===== src/include/adc_pkg.sv =====
// Package: constants for the area decode and chip select block
package adc_pkg;
    // Register indices on the plain register port
    localparam logic [2:0] ADC_REG_SEL_CTRL = 3'h0;
    localparam logic [2:0] ADC_REG_WIDTH = 3'h1;
    localparam logic [2:0] ADC_REG_STATES = 3'h2;
    localparam logic [2:0] ADC_REG_WAIT_EN = 3'h3;
    localparam logic [2:0] ADC_REG_WAIT_CTRL = 3'h4;
    localparam logic [2:0] ADC_REG_STATUS = 3'h5;
    // Reset values
    localparam logic [7:0] ADC_SEL_CTRL_RST = 8'h0F;
    localparam logic [7:0] ADC_WIDTH_RST = 8'hFF;
    localparam logic [7:0] ADC_STATES_RST = 8'hFF;
    localparam logic [7:0] ADC_WAIT_EN_RST = 8'hFF;
    localparam logic [7:0] ADC_WAIT_CTRL_RST = 8'h03;
    // Field positions
    localparam int ADC_WMS_LO_POS = 2;
    localparam int ADC_WMS_HI_POS = 3;
    localparam logic [7:0] ADC_SEL_RO_MASK = 8'h0F;
    // Address fields: area number sits above the per-area offset
    localparam int ADC_AREA_LSB_1M = 17;
    localparam int ADC_AREA_LSB_16M = 21;
    localparam logic [23:0] ADC_TOP_1M = 24'h0FFFFF;
    // Wait mode encodings
    localparam logic [2:0] ADC_WM_NONE = 3'h0;
    localparam logic [2:0] ADC_WM_PIN0 = 3'h1;
    localparam logic [2:0] ADC_WM_PROG = 3'h2;
    localparam logic [2:0] ADC_WM_PIN1 = 3'h3;
    localparam logic [2:0] ADC_WM_AUTO = 3'h4;
    // Access state counts
    localparam logic [1:0] ADC_STATES_FAST = 2'h2;
    localparam logic [1:0] ADC_STATES_SLOW = 2'h3;
endpackage

===== src/core/adc_area_decode.sv =====
// Area decoder and chip select output logic
// Notes on behaviour
// Control bits 7..4 enable area selects 7..4; cleared after initialisation.
// Enabled select owns its shared pin, overriding other pin functions. Only selects 7..4 do so here; pins 3..0 stay on their other function.
// Control register writes ignored in single-chip mode.
// Reset and hardware standby load 0x0F; software standby keeps contents.
// Control bits 3..0 read as one and ignore writes.
// Eight areas: 128 kbytes in 1-Mbyte modes, 2 Mbytes in 16-Mbyte modes.
// Width bit picks 16 or 8 bit bus; state bit picks 2 or 3 states.
// One distinct select per area, 7 down to 0.
// External space above area 7 uses area 7 settings.
// Wait enable and mode bits choose wait mode in three-state areas.
// Select is decoded from address, low while its area is accessed.
// On-chip ROM, RAM and register accesses keep all selects high.
// Area number from address bits 19..17 or 23..21.
//
// The placing of the registers and the strobed register port were chosen for this implementation.
`timescale 1ns/1ps
`default_nettype none
module adc_area_decode
    import adc_pkg::*;
(
    input wire logic clock_in,
    input wire logic rst_n_in,
    input wire logic hw_standby_in,
    input wire logic single_chip_in,
    input wire logic mode_16m_in,
    input wire logic [23:0] addr_in,
    input wire logic access_in,
    input wire logic on_chip_in,
    input wire logic [7:0] pin_alt_out_in,
    input wire logic [7:0] pin_alt_oe_n_in,
    input wire logic [2:0] reg_addr_in,
    input wire logic [7:0] reg_wdata_in,
    input wire logic reg_wr_in,
    input wire logic reg_rd_in,
    output logic [7:0] reg_rdata_out,
    output logic [7:0] area_select_n_out,
    output logic [7:0] pin_out,
    output logic [7:0] pin_oe_n_out,
    output logic [7:0] area_select_out_en_n_out,
    output logic bus8_out,
    output logic [1:0] states_out,
    output logic [2:0] wait_mode_out
);
    logic [7:0] sel_ctrl_q, sel_ctrl_d;
    logic [7:0] width_q, width_d;
    logic [7:0] states_q, states_d;
    logic [7:0] wait_en_q, wait_en_d;
    logic [7:0] wait_ctrl_q, wait_ctrl_d;
    logic [7:0] rdata_q, rdata_d;
    logic [7:0] sel_n_q, sel_n_d;
    logic [2:0] area;
    logic external;
    logic beyond7;

    // Area number from the bits just above the per-area offset
    function automatic logic [2:0] area_of(input logic [23:0] a, input logic m16);
        area_of = m16 ? a[ADC_AREA_LSB_16M +: 3] : a[ADC_AREA_LSB_1M +: 3];
    endfunction

    // Address decode for the current access
    always_comb begin
        beyond7 = !mode_16m_in && (addr_in > ADC_TOP_1M);
        area = beyond7 ? 3'h7 : area_of(addr_in, mode_16m_in);
        external = access_in && !on_chip_in;
    end

    adc_area_spec u_spec (
        .area_in(area),
        .width_in(width_q),
        .states_in(states_q),
        .wait_en_in(wait_en_q),
        .wait_ctrl_in(wait_ctrl_q),
        .bus8_out(bus8_out),
        .states_out(states_out),
        .wait_mode_out(wait_mode_out)
    );

    // Register writes, reads and select decode
    always_comb begin
        sel_ctrl_d = sel_ctrl_q;
        width_d = width_q;
        states_d = states_q;
        wait_en_d = wait_en_q;
        wait_ctrl_d = wait_ctrl_q;
        rdata_d = rdata_q;
        if (reg_wr_in) begin
            if (reg_addr_in == ADC_REG_SEL_CTRL) begin
                if (!single_chip_in) begin
                    sel_ctrl_d = reg_wdata_in | ADC_SEL_RO_MASK;
                end
            end else if (reg_addr_in == ADC_REG_WIDTH) begin
                width_d = reg_wdata_in;
            end else if (reg_addr_in == ADC_REG_STATES) begin
                states_d = reg_wdata_in;
            end else if (reg_addr_in == ADC_REG_WAIT_EN) begin
                wait_en_d = reg_wdata_in;
            end else if (reg_addr_in == ADC_REG_WAIT_CTRL) begin
                wait_ctrl_d = reg_wdata_in;
            end
        end
        if (reg_rd_in) begin
            if (reg_addr_in == ADC_REG_SEL_CTRL) begin
                rdata_d = sel_ctrl_q | ADC_SEL_RO_MASK;
            end else if (reg_addr_in == ADC_REG_WIDTH) begin
                rdata_d = width_q;
            end else if (reg_addr_in == ADC_REG_STATES) begin
                rdata_d = states_q;
            end else if (reg_addr_in == ADC_REG_WAIT_EN) begin
                rdata_d = wait_en_q;
            end else if (reg_addr_in == ADC_REG_WAIT_CTRL) begin
                rdata_d = wait_ctrl_q;
            end else if (reg_addr_in == ADC_REG_STATUS) begin
                rdata_d = {~sel_n_q[7:3], area};
            end else begin
                rdata_d = 8'h00;
            end
        end
        sel_n_d = 8'hFF;
        if (external) begin
            sel_n_d[area] = 1'b0;
        end
    end

    // Register state; hardware standby acts like reset, software standby not at all
    always_ff @(posedge clock_in or negedge rst_n_in) begin
        if (!rst_n_in) begin
            sel_ctrl_q <= ADC_SEL_CTRL_RST;
            width_q <= ADC_WIDTH_RST;
            states_q <= ADC_STATES_RST;
            wait_en_q <= ADC_WAIT_EN_RST;
            wait_ctrl_q <= ADC_WAIT_CTRL_RST;
            rdata_q <= 8'h00;
            sel_n_q <= 8'hFF;
        end else if (hw_standby_in) begin
            sel_ctrl_q <= ADC_SEL_CTRL_RST;
            width_q <= ADC_WIDTH_RST;
            states_q <= ADC_STATES_RST;
            wait_en_q <= ADC_WAIT_EN_RST;
            wait_ctrl_q <= ADC_WAIT_CTRL_RST;
            rdata_q <= 8'h00;
            sel_n_q <= 8'hFF;
        end else begin
            sel_ctrl_q <= sel_ctrl_d;
            width_q <= width_d;
            states_q <= states_d;
            wait_en_q <= wait_en_d;
            wait_ctrl_q <= wait_ctrl_d;
            rdata_q <= rdata_d;
            sel_n_q <= sel_n_d;
        end
    end

    // Pin muxing: an enabled select 7..4 overrides the pin's other function; pins 3..0 always keep theirs
    always_comb begin
        area_select_out_en_n_out = {~sel_ctrl_q[7:4], 4'h0};
        for (int i = 0; i < 8; i++) begin
            if (!area_select_out_en_n_out[i] && i >= 4) begin
                pin_out[i] = sel_n_q[i];
                pin_oe_n_out[i] = 1'b0;
            end else begin
                pin_out[i] = pin_alt_out_in[i];
                pin_oe_n_out[i] = pin_alt_oe_n_in[i];
            end
        end
    end

    assign area_select_n_out = sel_n_q;
    assign reg_rdata_out = rdata_q;

    // Register checks: read-only bits, single-chip lock, standby reload, read port
    sel_ctrl_ro_a: assert property (@(posedge clock_in) disable iff (!rst_n_in)
        sel_ctrl_q[3:0] == 4'hF) else $error("low control bits not ones");
    single_chip_a: assert property (@(posedge clock_in) disable iff (!rst_n_in)
        single_chip_in && !hw_standby_in |=> $stable(sel_ctrl_q)) else $error("control changed in single-chip");
    hw_standby_a: assert property (@(posedge clock_in) disable iff (!rst_n_in)
        hw_standby_in |=> sel_ctrl_q == ADC_SEL_CTRL_RST) else $error("standby did not load 0x0F");
    hw_regs_a: assert property (@(posedge clock_in) disable iff (!rst_n_in)
        hw_standby_in |=> width_q == ADC_WIDTH_RST && states_q == ADC_STATES_RST
        && wait_en_q == ADC_WAIT_EN_RST && wait_ctrl_q == ADC_WAIT_CTRL_RST)
        else $error("standby did not reload registers");
    ctrl_write_a: assert property (@(posedge clock_in) disable iff (!rst_n_in)
        reg_wr_in && reg_addr_in == ADC_REG_SEL_CTRL && !single_chip_in && !hw_standby_in
        |=> sel_ctrl_q == ($past(reg_wdata_in) | ADC_SEL_RO_MASK)) else $error("control write lost");
    ctrl_read_a: assert property (@(posedge clock_in) disable iff (!rst_n_in)
        reg_rd_in && reg_addr_in == ADC_REG_SEL_CTRL && !hw_standby_in
        |=> reg_rdata_out[3:0] == 4'hF) else $error("control read low bits not ones");
    width_read_a: assert property (@(posedge clock_in) disable iff (!rst_n_in)
        reg_rd_in && reg_addr_in == ADC_REG_WIDTH && !hw_standby_in
        |=> reg_rdata_out == $past(width_q)) else $error("width read wrong");
    unmapped_read_a: assert property (@(posedge clock_in) disable iff (!rst_n_in)
        reg_rd_in && reg_addr_in > ADC_REG_STATUS && !hw_standby_in
        |=> reg_rdata_out == 8'h00) else $error("unmapped read not zero");

    // Select decode checks
    on_chip_high_a: assert property (@(posedge clock_in) disable iff (!rst_n_in)
        on_chip_in && !hw_standby_in |=> sel_n_q == 8'hFF) else $error("select low on on-chip access");
    select_low_a: assert property (@(posedge clock_in) disable iff (!rst_n_in)
        access_in && !on_chip_in && !hw_standby_in |=> !sel_n_q[$past(area)] && $onehot(~sel_n_q))
        else $error("wrong area select");
    idle_high_a: assert property (@(posedge clock_in) disable iff (!rst_n_in)
        !access_in && !hw_standby_in |=> sel_n_q == 8'hFF) else $error("select low with no access");
    area_bits_a: assert property (@(posedge clock_in) disable iff (!rst_n_in)
        mode_16m_in |-> area == addr_in[23:21]) else $error("16M area bits wrong");
    area_bits_1m_a: assert property (@(posedge clock_in) disable iff (!rst_n_in)
        !mode_16m_in && addr_in <= ADC_TOP_1M |-> area == addr_in[19:17]) else $error("1M area bits wrong");
    beyond_seven_a: assert property (@(posedge clock_in) disable iff (!rst_n_in)
        !mode_16m_in && addr_in > ADC_TOP_1M |-> area == 3'h7) else $error("beyond area 7");

    // Pin mux and bus specification checks
    pin_override_a: assert property (@(posedge clock_in) disable iff (!rst_n_in)
        sel_ctrl_q[5] |-> !pin_oe_n_out[5] && pin_out[5] == sel_n_q[5]) else $error("pin not overridden");
    pin_release_a: assert property (@(posedge clock_in) disable iff (!rst_n_in)
        !sel_ctrl_q[4] |-> pin_oe_n_out[4] == pin_alt_oe_n_in[4] && pin_out[4] == pin_alt_out_in[4])
        else $error("pin taken while select disabled");
    low_pins_a: assert property (@(posedge clock_in) disable iff (!rst_n_in)
        pin_oe_n_out[3:0] == pin_alt_oe_n_in[3:0] && pin_out[3:0] == pin_alt_out_in[3:0])
        else $error("low pins not on alternate function");
    bus_width_a: assert property (@(posedge clock_in) disable iff (!rst_n_in)
        bus8_out == width_q[area] && (states_out == ADC_STATES_SLOW) == states_q[area]) else $error("area spec wrong");
    wait_pin0_a: assert property (@(posedge clock_in) disable iff (!rst_n_in)
        states_q[area] && !wait_en_q[area] |-> wait_mode_out == ADC_WM_PIN0) else $error("pin wait 0 missing");
    wait_none_a: assert property (@(posedge clock_in) disable iff (!rst_n_in)
        !states_q[area] |-> wait_mode_out == ADC_WM_NONE) else $error("wait mode in two-state area");
endmodule
`default_nettype wire


===== src/core/adc_area_spec.sv =====
// Per-area bus specification lookup
`timescale 1ns/1ps
`default_nettype none
module adc_area_spec
    import adc_pkg::*;
(
    input wire logic [2:0] area_in,
    input wire logic [7:0] width_in,
    input wire logic [7:0] states_in,
    input wire logic [7:0] wait_en_in,
    input wire logic [7:0] wait_ctrl_in,
    output logic bus8_out,
    output logic [1:0] states_out,
    output logic [2:0] wait_mode_out
);
    logic [1:0] wms;
    // Width, state count and wait mode for the selected area
    always_comb begin
        wms = {wait_ctrl_in[ADC_WMS_HI_POS], wait_ctrl_in[ADC_WMS_LO_POS]};
        bus8_out = width_in[area_in];
        states_out = states_in[area_in] ? ADC_STATES_SLOW : ADC_STATES_FAST;
        if (!states_in[area_in]) begin
            wait_mode_out = ADC_WM_NONE;
        end else if (!wait_en_in[area_in]) begin
            wait_mode_out = ADC_WM_PIN0;
        end else begin
            case (wms)
                2'h0: wait_mode_out = ADC_WM_PROG;
                2'h1: wait_mode_out = ADC_WM_NONE;
                2'h2: wait_mode_out = ADC_WM_PIN1;
                default: wait_mode_out = ADC_WM_AUTO;
            endcase
        end
    end
endmodule
`default_nettype wire


===== config.mk =====
export PLATFORM = sky130hd
export DESIGN_NAME = adc_area_decode
export DESIGN_NICKNAME = d
export VERILOG_FILES = /design/src/include/adc_pkg.sv /design/src/core/adc_area_decode.sv /design/src/core/adc_area_spec.sv
export SDC_FILE = /design/constraint.sdc
export NUM_CORES = 1
export LEC_CHECK = 0
export BUFFER_PORTS_ARGS = -buffer_cell sky130_fd_sc_hd__buf_4
export CAP_MARGIN = 30
export CORE_MARGIN = 5
export CORE_UTILIZATION = 46
export DETAILED_ROUTE_END_ITERATION = 10
export PLACE_DENSITY = 0.77
export SYNTH_ARGS = -nofsm -noshare
export SYNTH_HDL_FRONTEND = slang
export SYNTH_SLANG_ARGS = --single-unit

===== constraint.sdc =====
create_clock -name clock_in -period 2.75 [get_ports clock_in]
set_input_delay 0.55 -clock clock_in [delete_from_list [all_inputs] [get_ports clock_in]]
set_output_delay 0.55 -clock clock_in [all_outputs]
set_load 0.005 [all_outputs]

==> results of run 1 <==
[placed cells by master (no fill, tap or decap), types with 7 or more instances in the layout]
cell      count
dfrtp_1      18
nand2b_1      7
o211ai_1      9
a211o_1      10
a21oi_1      10
nand2_1      58
buf_4        82
dfstp_2      34
nor2_1       26
mux2i_1      21
nor2b_1      24
nand3b_1     17
[cell usage after synthesis, types with 2 or more instances]
cell,count,area [sq um]
buf_1,3,11.3
a31oi_1,6,37.5
a21oi_1,11,55.1
mux2_2,8,90.1
nor4bb_1,2,20.0
o211ai_1,9,67.6
a32o_1,2,20.0
nand2b_1,7,43.8
nand3_1,4,20.0
a22oi_1,4,30.0
a221oi_1,2,17.5
and3b_1,2,17.5
mux4_2,2,45.0
conb_1,2,7.51
and3_1,2,12.5
a211o_1,10,87.6
dfrtp_1,18,450
a211oi_1,5,37.5
mux2i_1,22,220
nor4_1,3,18.8
and3_2,2,15.0
clkbuf_1,17,63.8
o21ai_0,5,25.0
dfstp_2,34,893
inv_1,6,22.5
buf_4,13,97.6
nand2_1,58,218
nor2b_1,24,150
nor2_1,26,97.6
nand3b_1,17,128
[worst max-delay path by stage]
stage,start,to,cells after the start
after detailed placement,addr_in[23],wait_mode_out[0],8
after CTS,addr_in[23],wait_mode_out[1],8
after floorplan,addr_in[23],wait_mode_out[0],7
final,addr_in[23],wait_mode_out[1],8
after global routing,addr_in[23],wait_mode_out[1],8
after global placement,addr_in[23],wait_mode_out[0],8
[state kept, by name, indices dropped and copies added, names as in the netlist]
register           count
reg_rdata_out          8
states_q               8
width_q                8
area_select_n_out      8
sel_ctrl_q             4
wait_ctrl_q            8
wait_en_q              8
[kinds of logic after synthesis]
group,after synthesis,share of synthesized area
AOI/OAI and AO/OA,61,0.146
other,2,0.00236
buffers and inverters,42,0.0703
muxes,33,0.116
DFF,52,0.422
and+or+nand+nor,152,0.244
[power by group through the flow]
| stage | Sequential [uW] | Combinational, uW | Clock (uW) |
|---|---|---|---|
| 6_report | 824 | 334 | 522 |
| 5_1_grt | 828 | 368 | 556 |
| 4_1_cts | 824 | 326 | 534 |
| 3_5_place_dp | 836 | 316 | 0 |
| 3_3_place_gp | 835 | 308 | 0 |
| 2_1_floorplan | 828 | 182 | 0 |
[through the flow]
| step | cells | setup slack [ps] | instance area [sq um] | util |
|---|---|---|---|---|
| 4_1_cts | 484 | -278 | 3900 | 0.578 |
| 2_1_floorplan | 345 | -123 | 3200 | - |
| 6_report | 485 | -285 | 3930 | 0.582 |
| 3_3_place_gp | 475 | -257 | 3750 | 0.555 |
| 3_5_place_dp | 475 | -300 | 3750 | 0.555 |
| 5_1_grt | 485 | -336 | 3930 | 0.582 |
[worst reg2reg max path, stage by stage, from the launching register on]
cell      delay (ps)
dfrtp_1          480
mux4_2           500
mux2i_1          150
a211oi_1          90
[metal layers]
layer	vias to the layer above	part of all wire	global-route usage
met5	-	0	0
met4	0	0.012	0.0476
met3	10	0.055	0.0282
met2	113	0.49	0.320
met1	1319	0.44	0.287
li1	1306	-	-
[cell type report]
class | instances | area share
multi-input cells | 251 | 0.427
flip-flops and latches | 52 | 0.342
repair buffers | 87 | 0.171
well taps | 80 | 0.0255
clock buffers | 5 | 0.0175
clock inverters | 3 | 0.0108
inverters | 7 | 0.00668
[what timing repair did]
action	in CTS	in global routing
endpoints found under the setup margin	5	5
pin swaps	4	1
buffers inserted	1	1
resized for setup	9	5
==> reports/metrics.csv, run 1 <==
stage,metric,value,unit
sta,Setup TNS Final,-1210,ps
pwr,sw power,441,uW
yosys,cells after synthesis,342,
detailed_routing,Final ANT Viol Nets,0,
worst_setup_path,Critical Path AT,2480,ps
sta,slew margin rel.,0.582,
finish,Storage cell area,0.00134,sq mm
die,Core Region,0.00676,sq mm
sta,Final Hold Viols,0,
clock_network,CTS tree,yes,
worst_setup_path,Critical Path End Type,primary output,
finish,fill cell count,573,
die,Die Y,93.2,um
hold_path,Hold Crit Class,input port to async pin,
clock_network,worst-case clock buffer depth,2,
pwr,maximum vdd drop,0.283,mV
outcome,outcome,"complete, but fails checks",
yosys,"Cell Area, Synth",0.00319,sq mm
worst_setup_path,"Req. time, crit path",2200,ps
pwr,Power Dens Cells,427,mW/mm^2
sta,Tightest Pin Transition,627,ps
placement,PortBufs,67,
pwr,Total Power,1680,uW
worst_setup_path,crit start category,input port,
worst_setup_path,crit-path cells,buf_6 -> or4_4 -> a21oi_4 -> mux2_4 -> a2111oi_4 -> buf_4 -> nor4_1 -> buf_4,
clock_network,clk_lat worst skew,300,ps
job,maximum capacitance violations,0,
detailed_routing,drt wl/cell,17.6,um
detailed_routing,vias per cell,5.67,
worst_setup_path,crit-path max FO,3,
clock_network,CTS H-Tree Depth,2,
pwr,Switching Fraction,0.263,
yosys,ys async rst share,1.00,
worst_setup_path,crit-path leading delay family,simple AND/OR/NAND/NOR gates,
detailed_routing,DRC Markers,0,
clock_network,CTS Buf Count,5,
yosys,#FFs+latches synth,52,
yosys,Synth Flop Type,dfstp_2,
global_routing,first-pass GRT wire length,13900,um
placement,DP Wirelength,6260,um
outcome,failing checks,setup timing,
sta,fin. max-slew vios,0,
detailed_routing,drt first pass iters,5,
worst_setup_path,Slowest cell on crit path,or4_4,
finish,# diodes,0,
pwr,Clock power frac,0.311,
detailed_routing,initial drt markers,327,
worst_setup_path,CP most frequent cell,buf_4,
die,Total Die Area,0.00869,sq mm
worst_setup_path,critical path class,input port to primary output,
sta,minimum clock period,3030,ps
pwr,Seq pwr share,0.491,
worst_setup_path,worst reg2reg endpoint,reg_rdata_out[7],
worst_setup_path,CP max stage delay,570,ps
yosys,synthesis warning total,0,
global_routing,vias in the first global route,2634,
yosys,"Distinct cells, synth",46,
sta,worst setup margin,-285,ps
die,I/O pin count,106,
global_routing,Global Route Usage Sum,0.200,
yosys,register area share after synthesis,0.422,
yosys,number of synthesized flops with an enable pin,0,
worst_setup_path,Buf/Inv on CP,3,
finish,multi-input logic area,0.00168,sq mm
yosys,Avg Inst Size Synth,9.32,sq um
sta,final setup violation count,5,
clock_network,Hold Buf Count CTS,0,
pwr,Int Pwr,1240,uW
detailed_routing,via count,2748,
sta,final hold slack,256,ps
die,Core Rows,30,
worst_setup_path,r2r setup slk,1410,ps
finish,synthesis-to-finish area growth,23.4,%
sta,RSZ-0062 raised after global routing,true,
pwr,Comb pwr share,0.199,
global_routing,largest net degree at the start of global routing,53,
die,Initial Util,0.472,
sta,final worst-path cycle share,1.10,
finish,layout cells sized above 1,0.385,
global_routing,gr ovfl total,0,
finish,final net count,464,
pwr,Pleak,0.00170,uW
clock_network,Clock Sinks,52,
clock_network,clock root cell,clkbuf_8,
worst_setup_path,Worst R2R Path Depth,3,
global_routing,initial antenna violation count,0,
die,width of the die,93.2,um
clock_network,clock slew at reported path FFs,100,ps
worst_setup_path,Worst R2R Start,sel_ctrl_q[7],
sta,clock skew,8.05,ps
sta,Max Clk Rate,330,MHz
placement,gpl congestion,0.969,
detailed_routing,"wirelength, routed",8550,um
Note: power is estimated with default switching activity, not from simulation.
==> inputs of run 2 (changes only) <==
Settings changed: CTS_CLUSTER_DIAMETER set to 40, SYNTH_HIERARCHICAL set to 1.
==> reports/metrics.csv, run 2 <==
stage,metric,value,unit,change
clock_network,CTS H-Tree Depth,2,,unchanged
placement,gpl congestion,0.849,,-12%
global_routing,gr ovfl total,0,,unchanged
detailed_routing,initial drt markers,164,,-50%
placement,PortBufs,67,,unchanged
pwr,Seq pwr share,0.531,,+0.040
yosys,ranking of synthesized cells by area,"dfstp_2 (29%), dfrtp_1 (14%), mux2i_1 (5.8%)",,
detailed_routing,vias per cell,5.71,,+0.75%
global_routing,gr busiest metal,met2,,
yosys,top-area cell type share of the netlist area,0.286,,+0.00607
detailed_routing,via count,2586,,-5.9%
pwr,sw power,426,uW,-3.5%
finish,fill cell count,593,,+3.5%
worst_setup_path,Critical Path End Type,primary output,,
sta,Tightest Pin Transition,685,ps,+57.9 ps
sta,final worst-path cycle share,1.06,,-0.0397
placement,DP Wirelength,5900,um,-5.7%
yosys,most frequent cell after synthesis,dfstp_2,,
finish,"commonest non-fill, non-tap cells in the layout","buf_4 (80), dfstp_2 (34), nand2_1 (32), nor2_1 (28), nor2b_1 (22)",,
pwr,Clock power frac,0.283,,-0.028
yosys,register area share after synthesis,0.431,,+0.00913
worst_setup_path,crit start category,input port,,
sta,clock skew,10.8,ps,+2.77 ps
pwr,maximum vdd drop,0.222,mV,-22%
global_routing,met1 Use GR,0.241,,-0.0454
sta,Setup TNS Final,-471,ps,+739 ps
placement,pre-CTS setup slack,-173,ps,+127 ps
die,Initial Util,0.467,,-0.00481
sta,Final Hold Viols,0,,unchanged
finish,synthesis-to-finish area growth,19.6,%,
clock_network,post-CTS setup buffers,0,,-1
detailed_routing,drt wl/cell,17.8,um,+0.98%
yosys,#FFs+latches synth,52,,unchanged
clock_network,clock slew at reported path FFs,90,ps,about the same
yosys,number of synthesized flops with an enable pin,0,,unchanged
pwr,Power Dens Cells,415,mW/mm^2,-3.0%
yosys,synth cell count leaders,"dfstp_2 (34), nand2_1 (32), nor2_1 (28), nor2b_1 (22)",,
yosys,ys async rst share,1.00,,unchanged
yosys,Synth Flop Type,dfstp_2,,
worst_setup_path,Slowest cell on crit path,mux4_2,,
worst_setup_path,crit-path cells,buf_4 -> nor4_1 -> o21a_1 -> inv_1 -> mux4_2 -> mux2i_1 -> buf_4 -> o21ba_1 -> buf_4,,
die,width of the die,92.3,um,-0.95%
pwr,Pleak,0.00155,uW,-9.3%
clock_network,clk_lat worst skew,310,ps,about the same
sta,Max Clk Rate,342,MHz,+3.7%
sta,final setup violation count,5,,unchanged
sta,minimum clock period,2930,ps,-109 ps
clock_network,PostCTS Resize Cnt,0,,-9
finish,fin util,0.558,,-0.0238
clock_network,worst-case clock buffer depth,2,,unchanged
clock_network,CTS tree,yes,,
outcome,failing checks,setup timing,,
pwr,Switching Fraction,0.275,,+0.0126
worst_setup_path,"Req. time, crit path",2200,ps,about the same
worst_setup_path,Buf/Inv on CP,4,,+1
die,Core Rows,30,,unchanged
finish,final net count,432,,-6.9%
sta,fin. max-slew vios,0,,unchanged
worst_setup_path,CP max stage delay,490,ps,-80 ps
worst_setup_path,r2r setup slk,1380,ps,-30 ps
hold_path,Hold Crit Class,input port to async pin,,
sta,RSZ-0062 raised after global routing,true,,
global_routing,Global Route Usage Sum,0.190,,-0.0102
pwr,Comb pwr share,0.186,,-0.013
yosys,"Distinct cells, synth",45,,-2.2%
die,Die Y,92.3,um,-0.95%
finish,"commonest non-fill, non-tap cell in the layout",buf_4,,
clock_network,Clock Sinks,52,,unchanged
global_routing,initial antenna violation count,0,,unchanged
pwr,Int Pwr,1120,uW,-9.5%
detailed_routing,drt first pass iters,4,,-1
finish,# diodes,0,,unchanged
clock_network,clock root cell,clkbuf_8,,
worst_setup_path,Critical Path AT,2380,ps,-100 ps
sta,slew margin rel.,0.543,,-0.0391
die,Total Die Area,0.00853,sq mm,-1.9%
clock_network,CTS Buf Count,5,,unchanged
yosys,Avg Inst Size Synth,9.93,sq um,+6.6%
outcome,outcome,"complete, but fails checks",,
detailed_routing,DRC Markers,0,,unchanged
sta,worst setup margin,-176,ps,+109 ps
pwr,Total Power,1550,uW,-8.0%
worst_setup_path,critical path class,input port to primary output,,
yosys,cells after synthesis,314,,-8.2%
detailed_routing,Final ANT Viol Nets,0,,unchanged
global_routing,M3 GR Usage,0.0374,,+0.00921
die,I/O pin count,106,,unchanged
yosys,cell accounting for the most synthesized area,dfstp_2,,
die,Core Region,0.00668,sq mm,-1.1%
yosys,synthesis warning total,6,,+6
job,maximum capacitance violations,0,,unchanged
detailed_routing,"wirelength, routed",8060,um,-5.7%
global_routing,largest net degree at the start of global routing,53,,unchanged
worst_setup_path,CP most frequent cell,buf_4,,
worst_setup_path,crit-path max FO,9,,+6
global_routing,vias in the first global route,2533,,-3.8%
yosys,"Cell Area, Synth",0.00312,sq mm,-2.1%
global_routing,grt met2 use,0.315,,-0.00503
finish,layout cells sized above 1,0.370,,-0.0152
worst_setup_path,crit-path leading delay family,multiplexers,,
global_routing,first-pass GRT wire length,12700,um,-8.2%
[run 2: changes by cell type after synthesis, moves of 8 or more]
cell      before  now
nand2_1       58   32
buf_2          0    8
a211o_1       10   18
clkbuf_1      17    8
inv_1          6   15
[run 2: logic make-up after synthesis]
group | count (synthesis) | share of synthesized area
other | 2 | 0.00241
buffers and inverters | 47 | 0.0790
multiplexers | 30 | 0.129
flip-flops | 52 | 0.431
AND/OR/NAND/NOR | 123 | 0.208
AO/OA/AOI/OAI | 60 | 0.151
[run 2: metal layers]
metal	wire [um]	share of wire
met5	0	0
met4	108	0.013
met2	4070	0.50
met3	466	0.058
met1	3410	0.42
[run 2: final timing paths]
path / startpoint / to / cells past startpoint
worst max-delay path: addr_in[22] / wait_mode_out[0] / 9
worst min-delay path: rst_n_in / wait_ctrl_q[2] / 1
worst max register to register: wait_en_q[6] / reg_rdata_out[6] / 3
worst min register to register: wait_en_q[4] / wait_en_q[4] / 2
max in group asynchronous: rst_n_in / wait_ctrl_q[3] / 1
min in group clock_in: reg_wdata_in[0] / wait_ctrl_q[0] / 2
[run 2: repair_timing]
action	4_1_cts	5_1_grt
endpoints found under the setup margin	5	5
cloned	0	0
hold buffers	0	0
[run 2: area by class of cell]
cell class | instances | area [sq um] | area share
clock inverters | 2 | 16.3 | 0.00436
inverters | 15 | 56.3 | 0.0151
flip-flops and latches | 52 | 1340 | 0.360
multi-input cells | 218 | 1540 | 0.413
repair buffers | 80 | 601 | 0.161
clock buffers | 6 | 72.6 | 0.0195
well taps | 80 | 100 | 0.0268
[run 2: power groups by stage]
stage | logic (uW) | registers [uW] | clock network (uW)
floorplan | 165 | 828 | 0
global placement | 281 | 832 | 0
detailed placement | 288 | 833 | 0
CTS | 289 | 821 | 448
global route | 314 | 825 | 480
finish | 287 | 821 | 438
[run 2: per-stage QoR]
stage / instance area (sq um) / cells / hold slack [ps]
floorplan: 3130 / 317 / 254
global placement: 3640 / 445 / 486
detailed placement: 3640 / 445 / 480
CTS: 3730 / 453 / 286
global route: 3730 / 453 / 311
finish: 3730 / 453 / 255
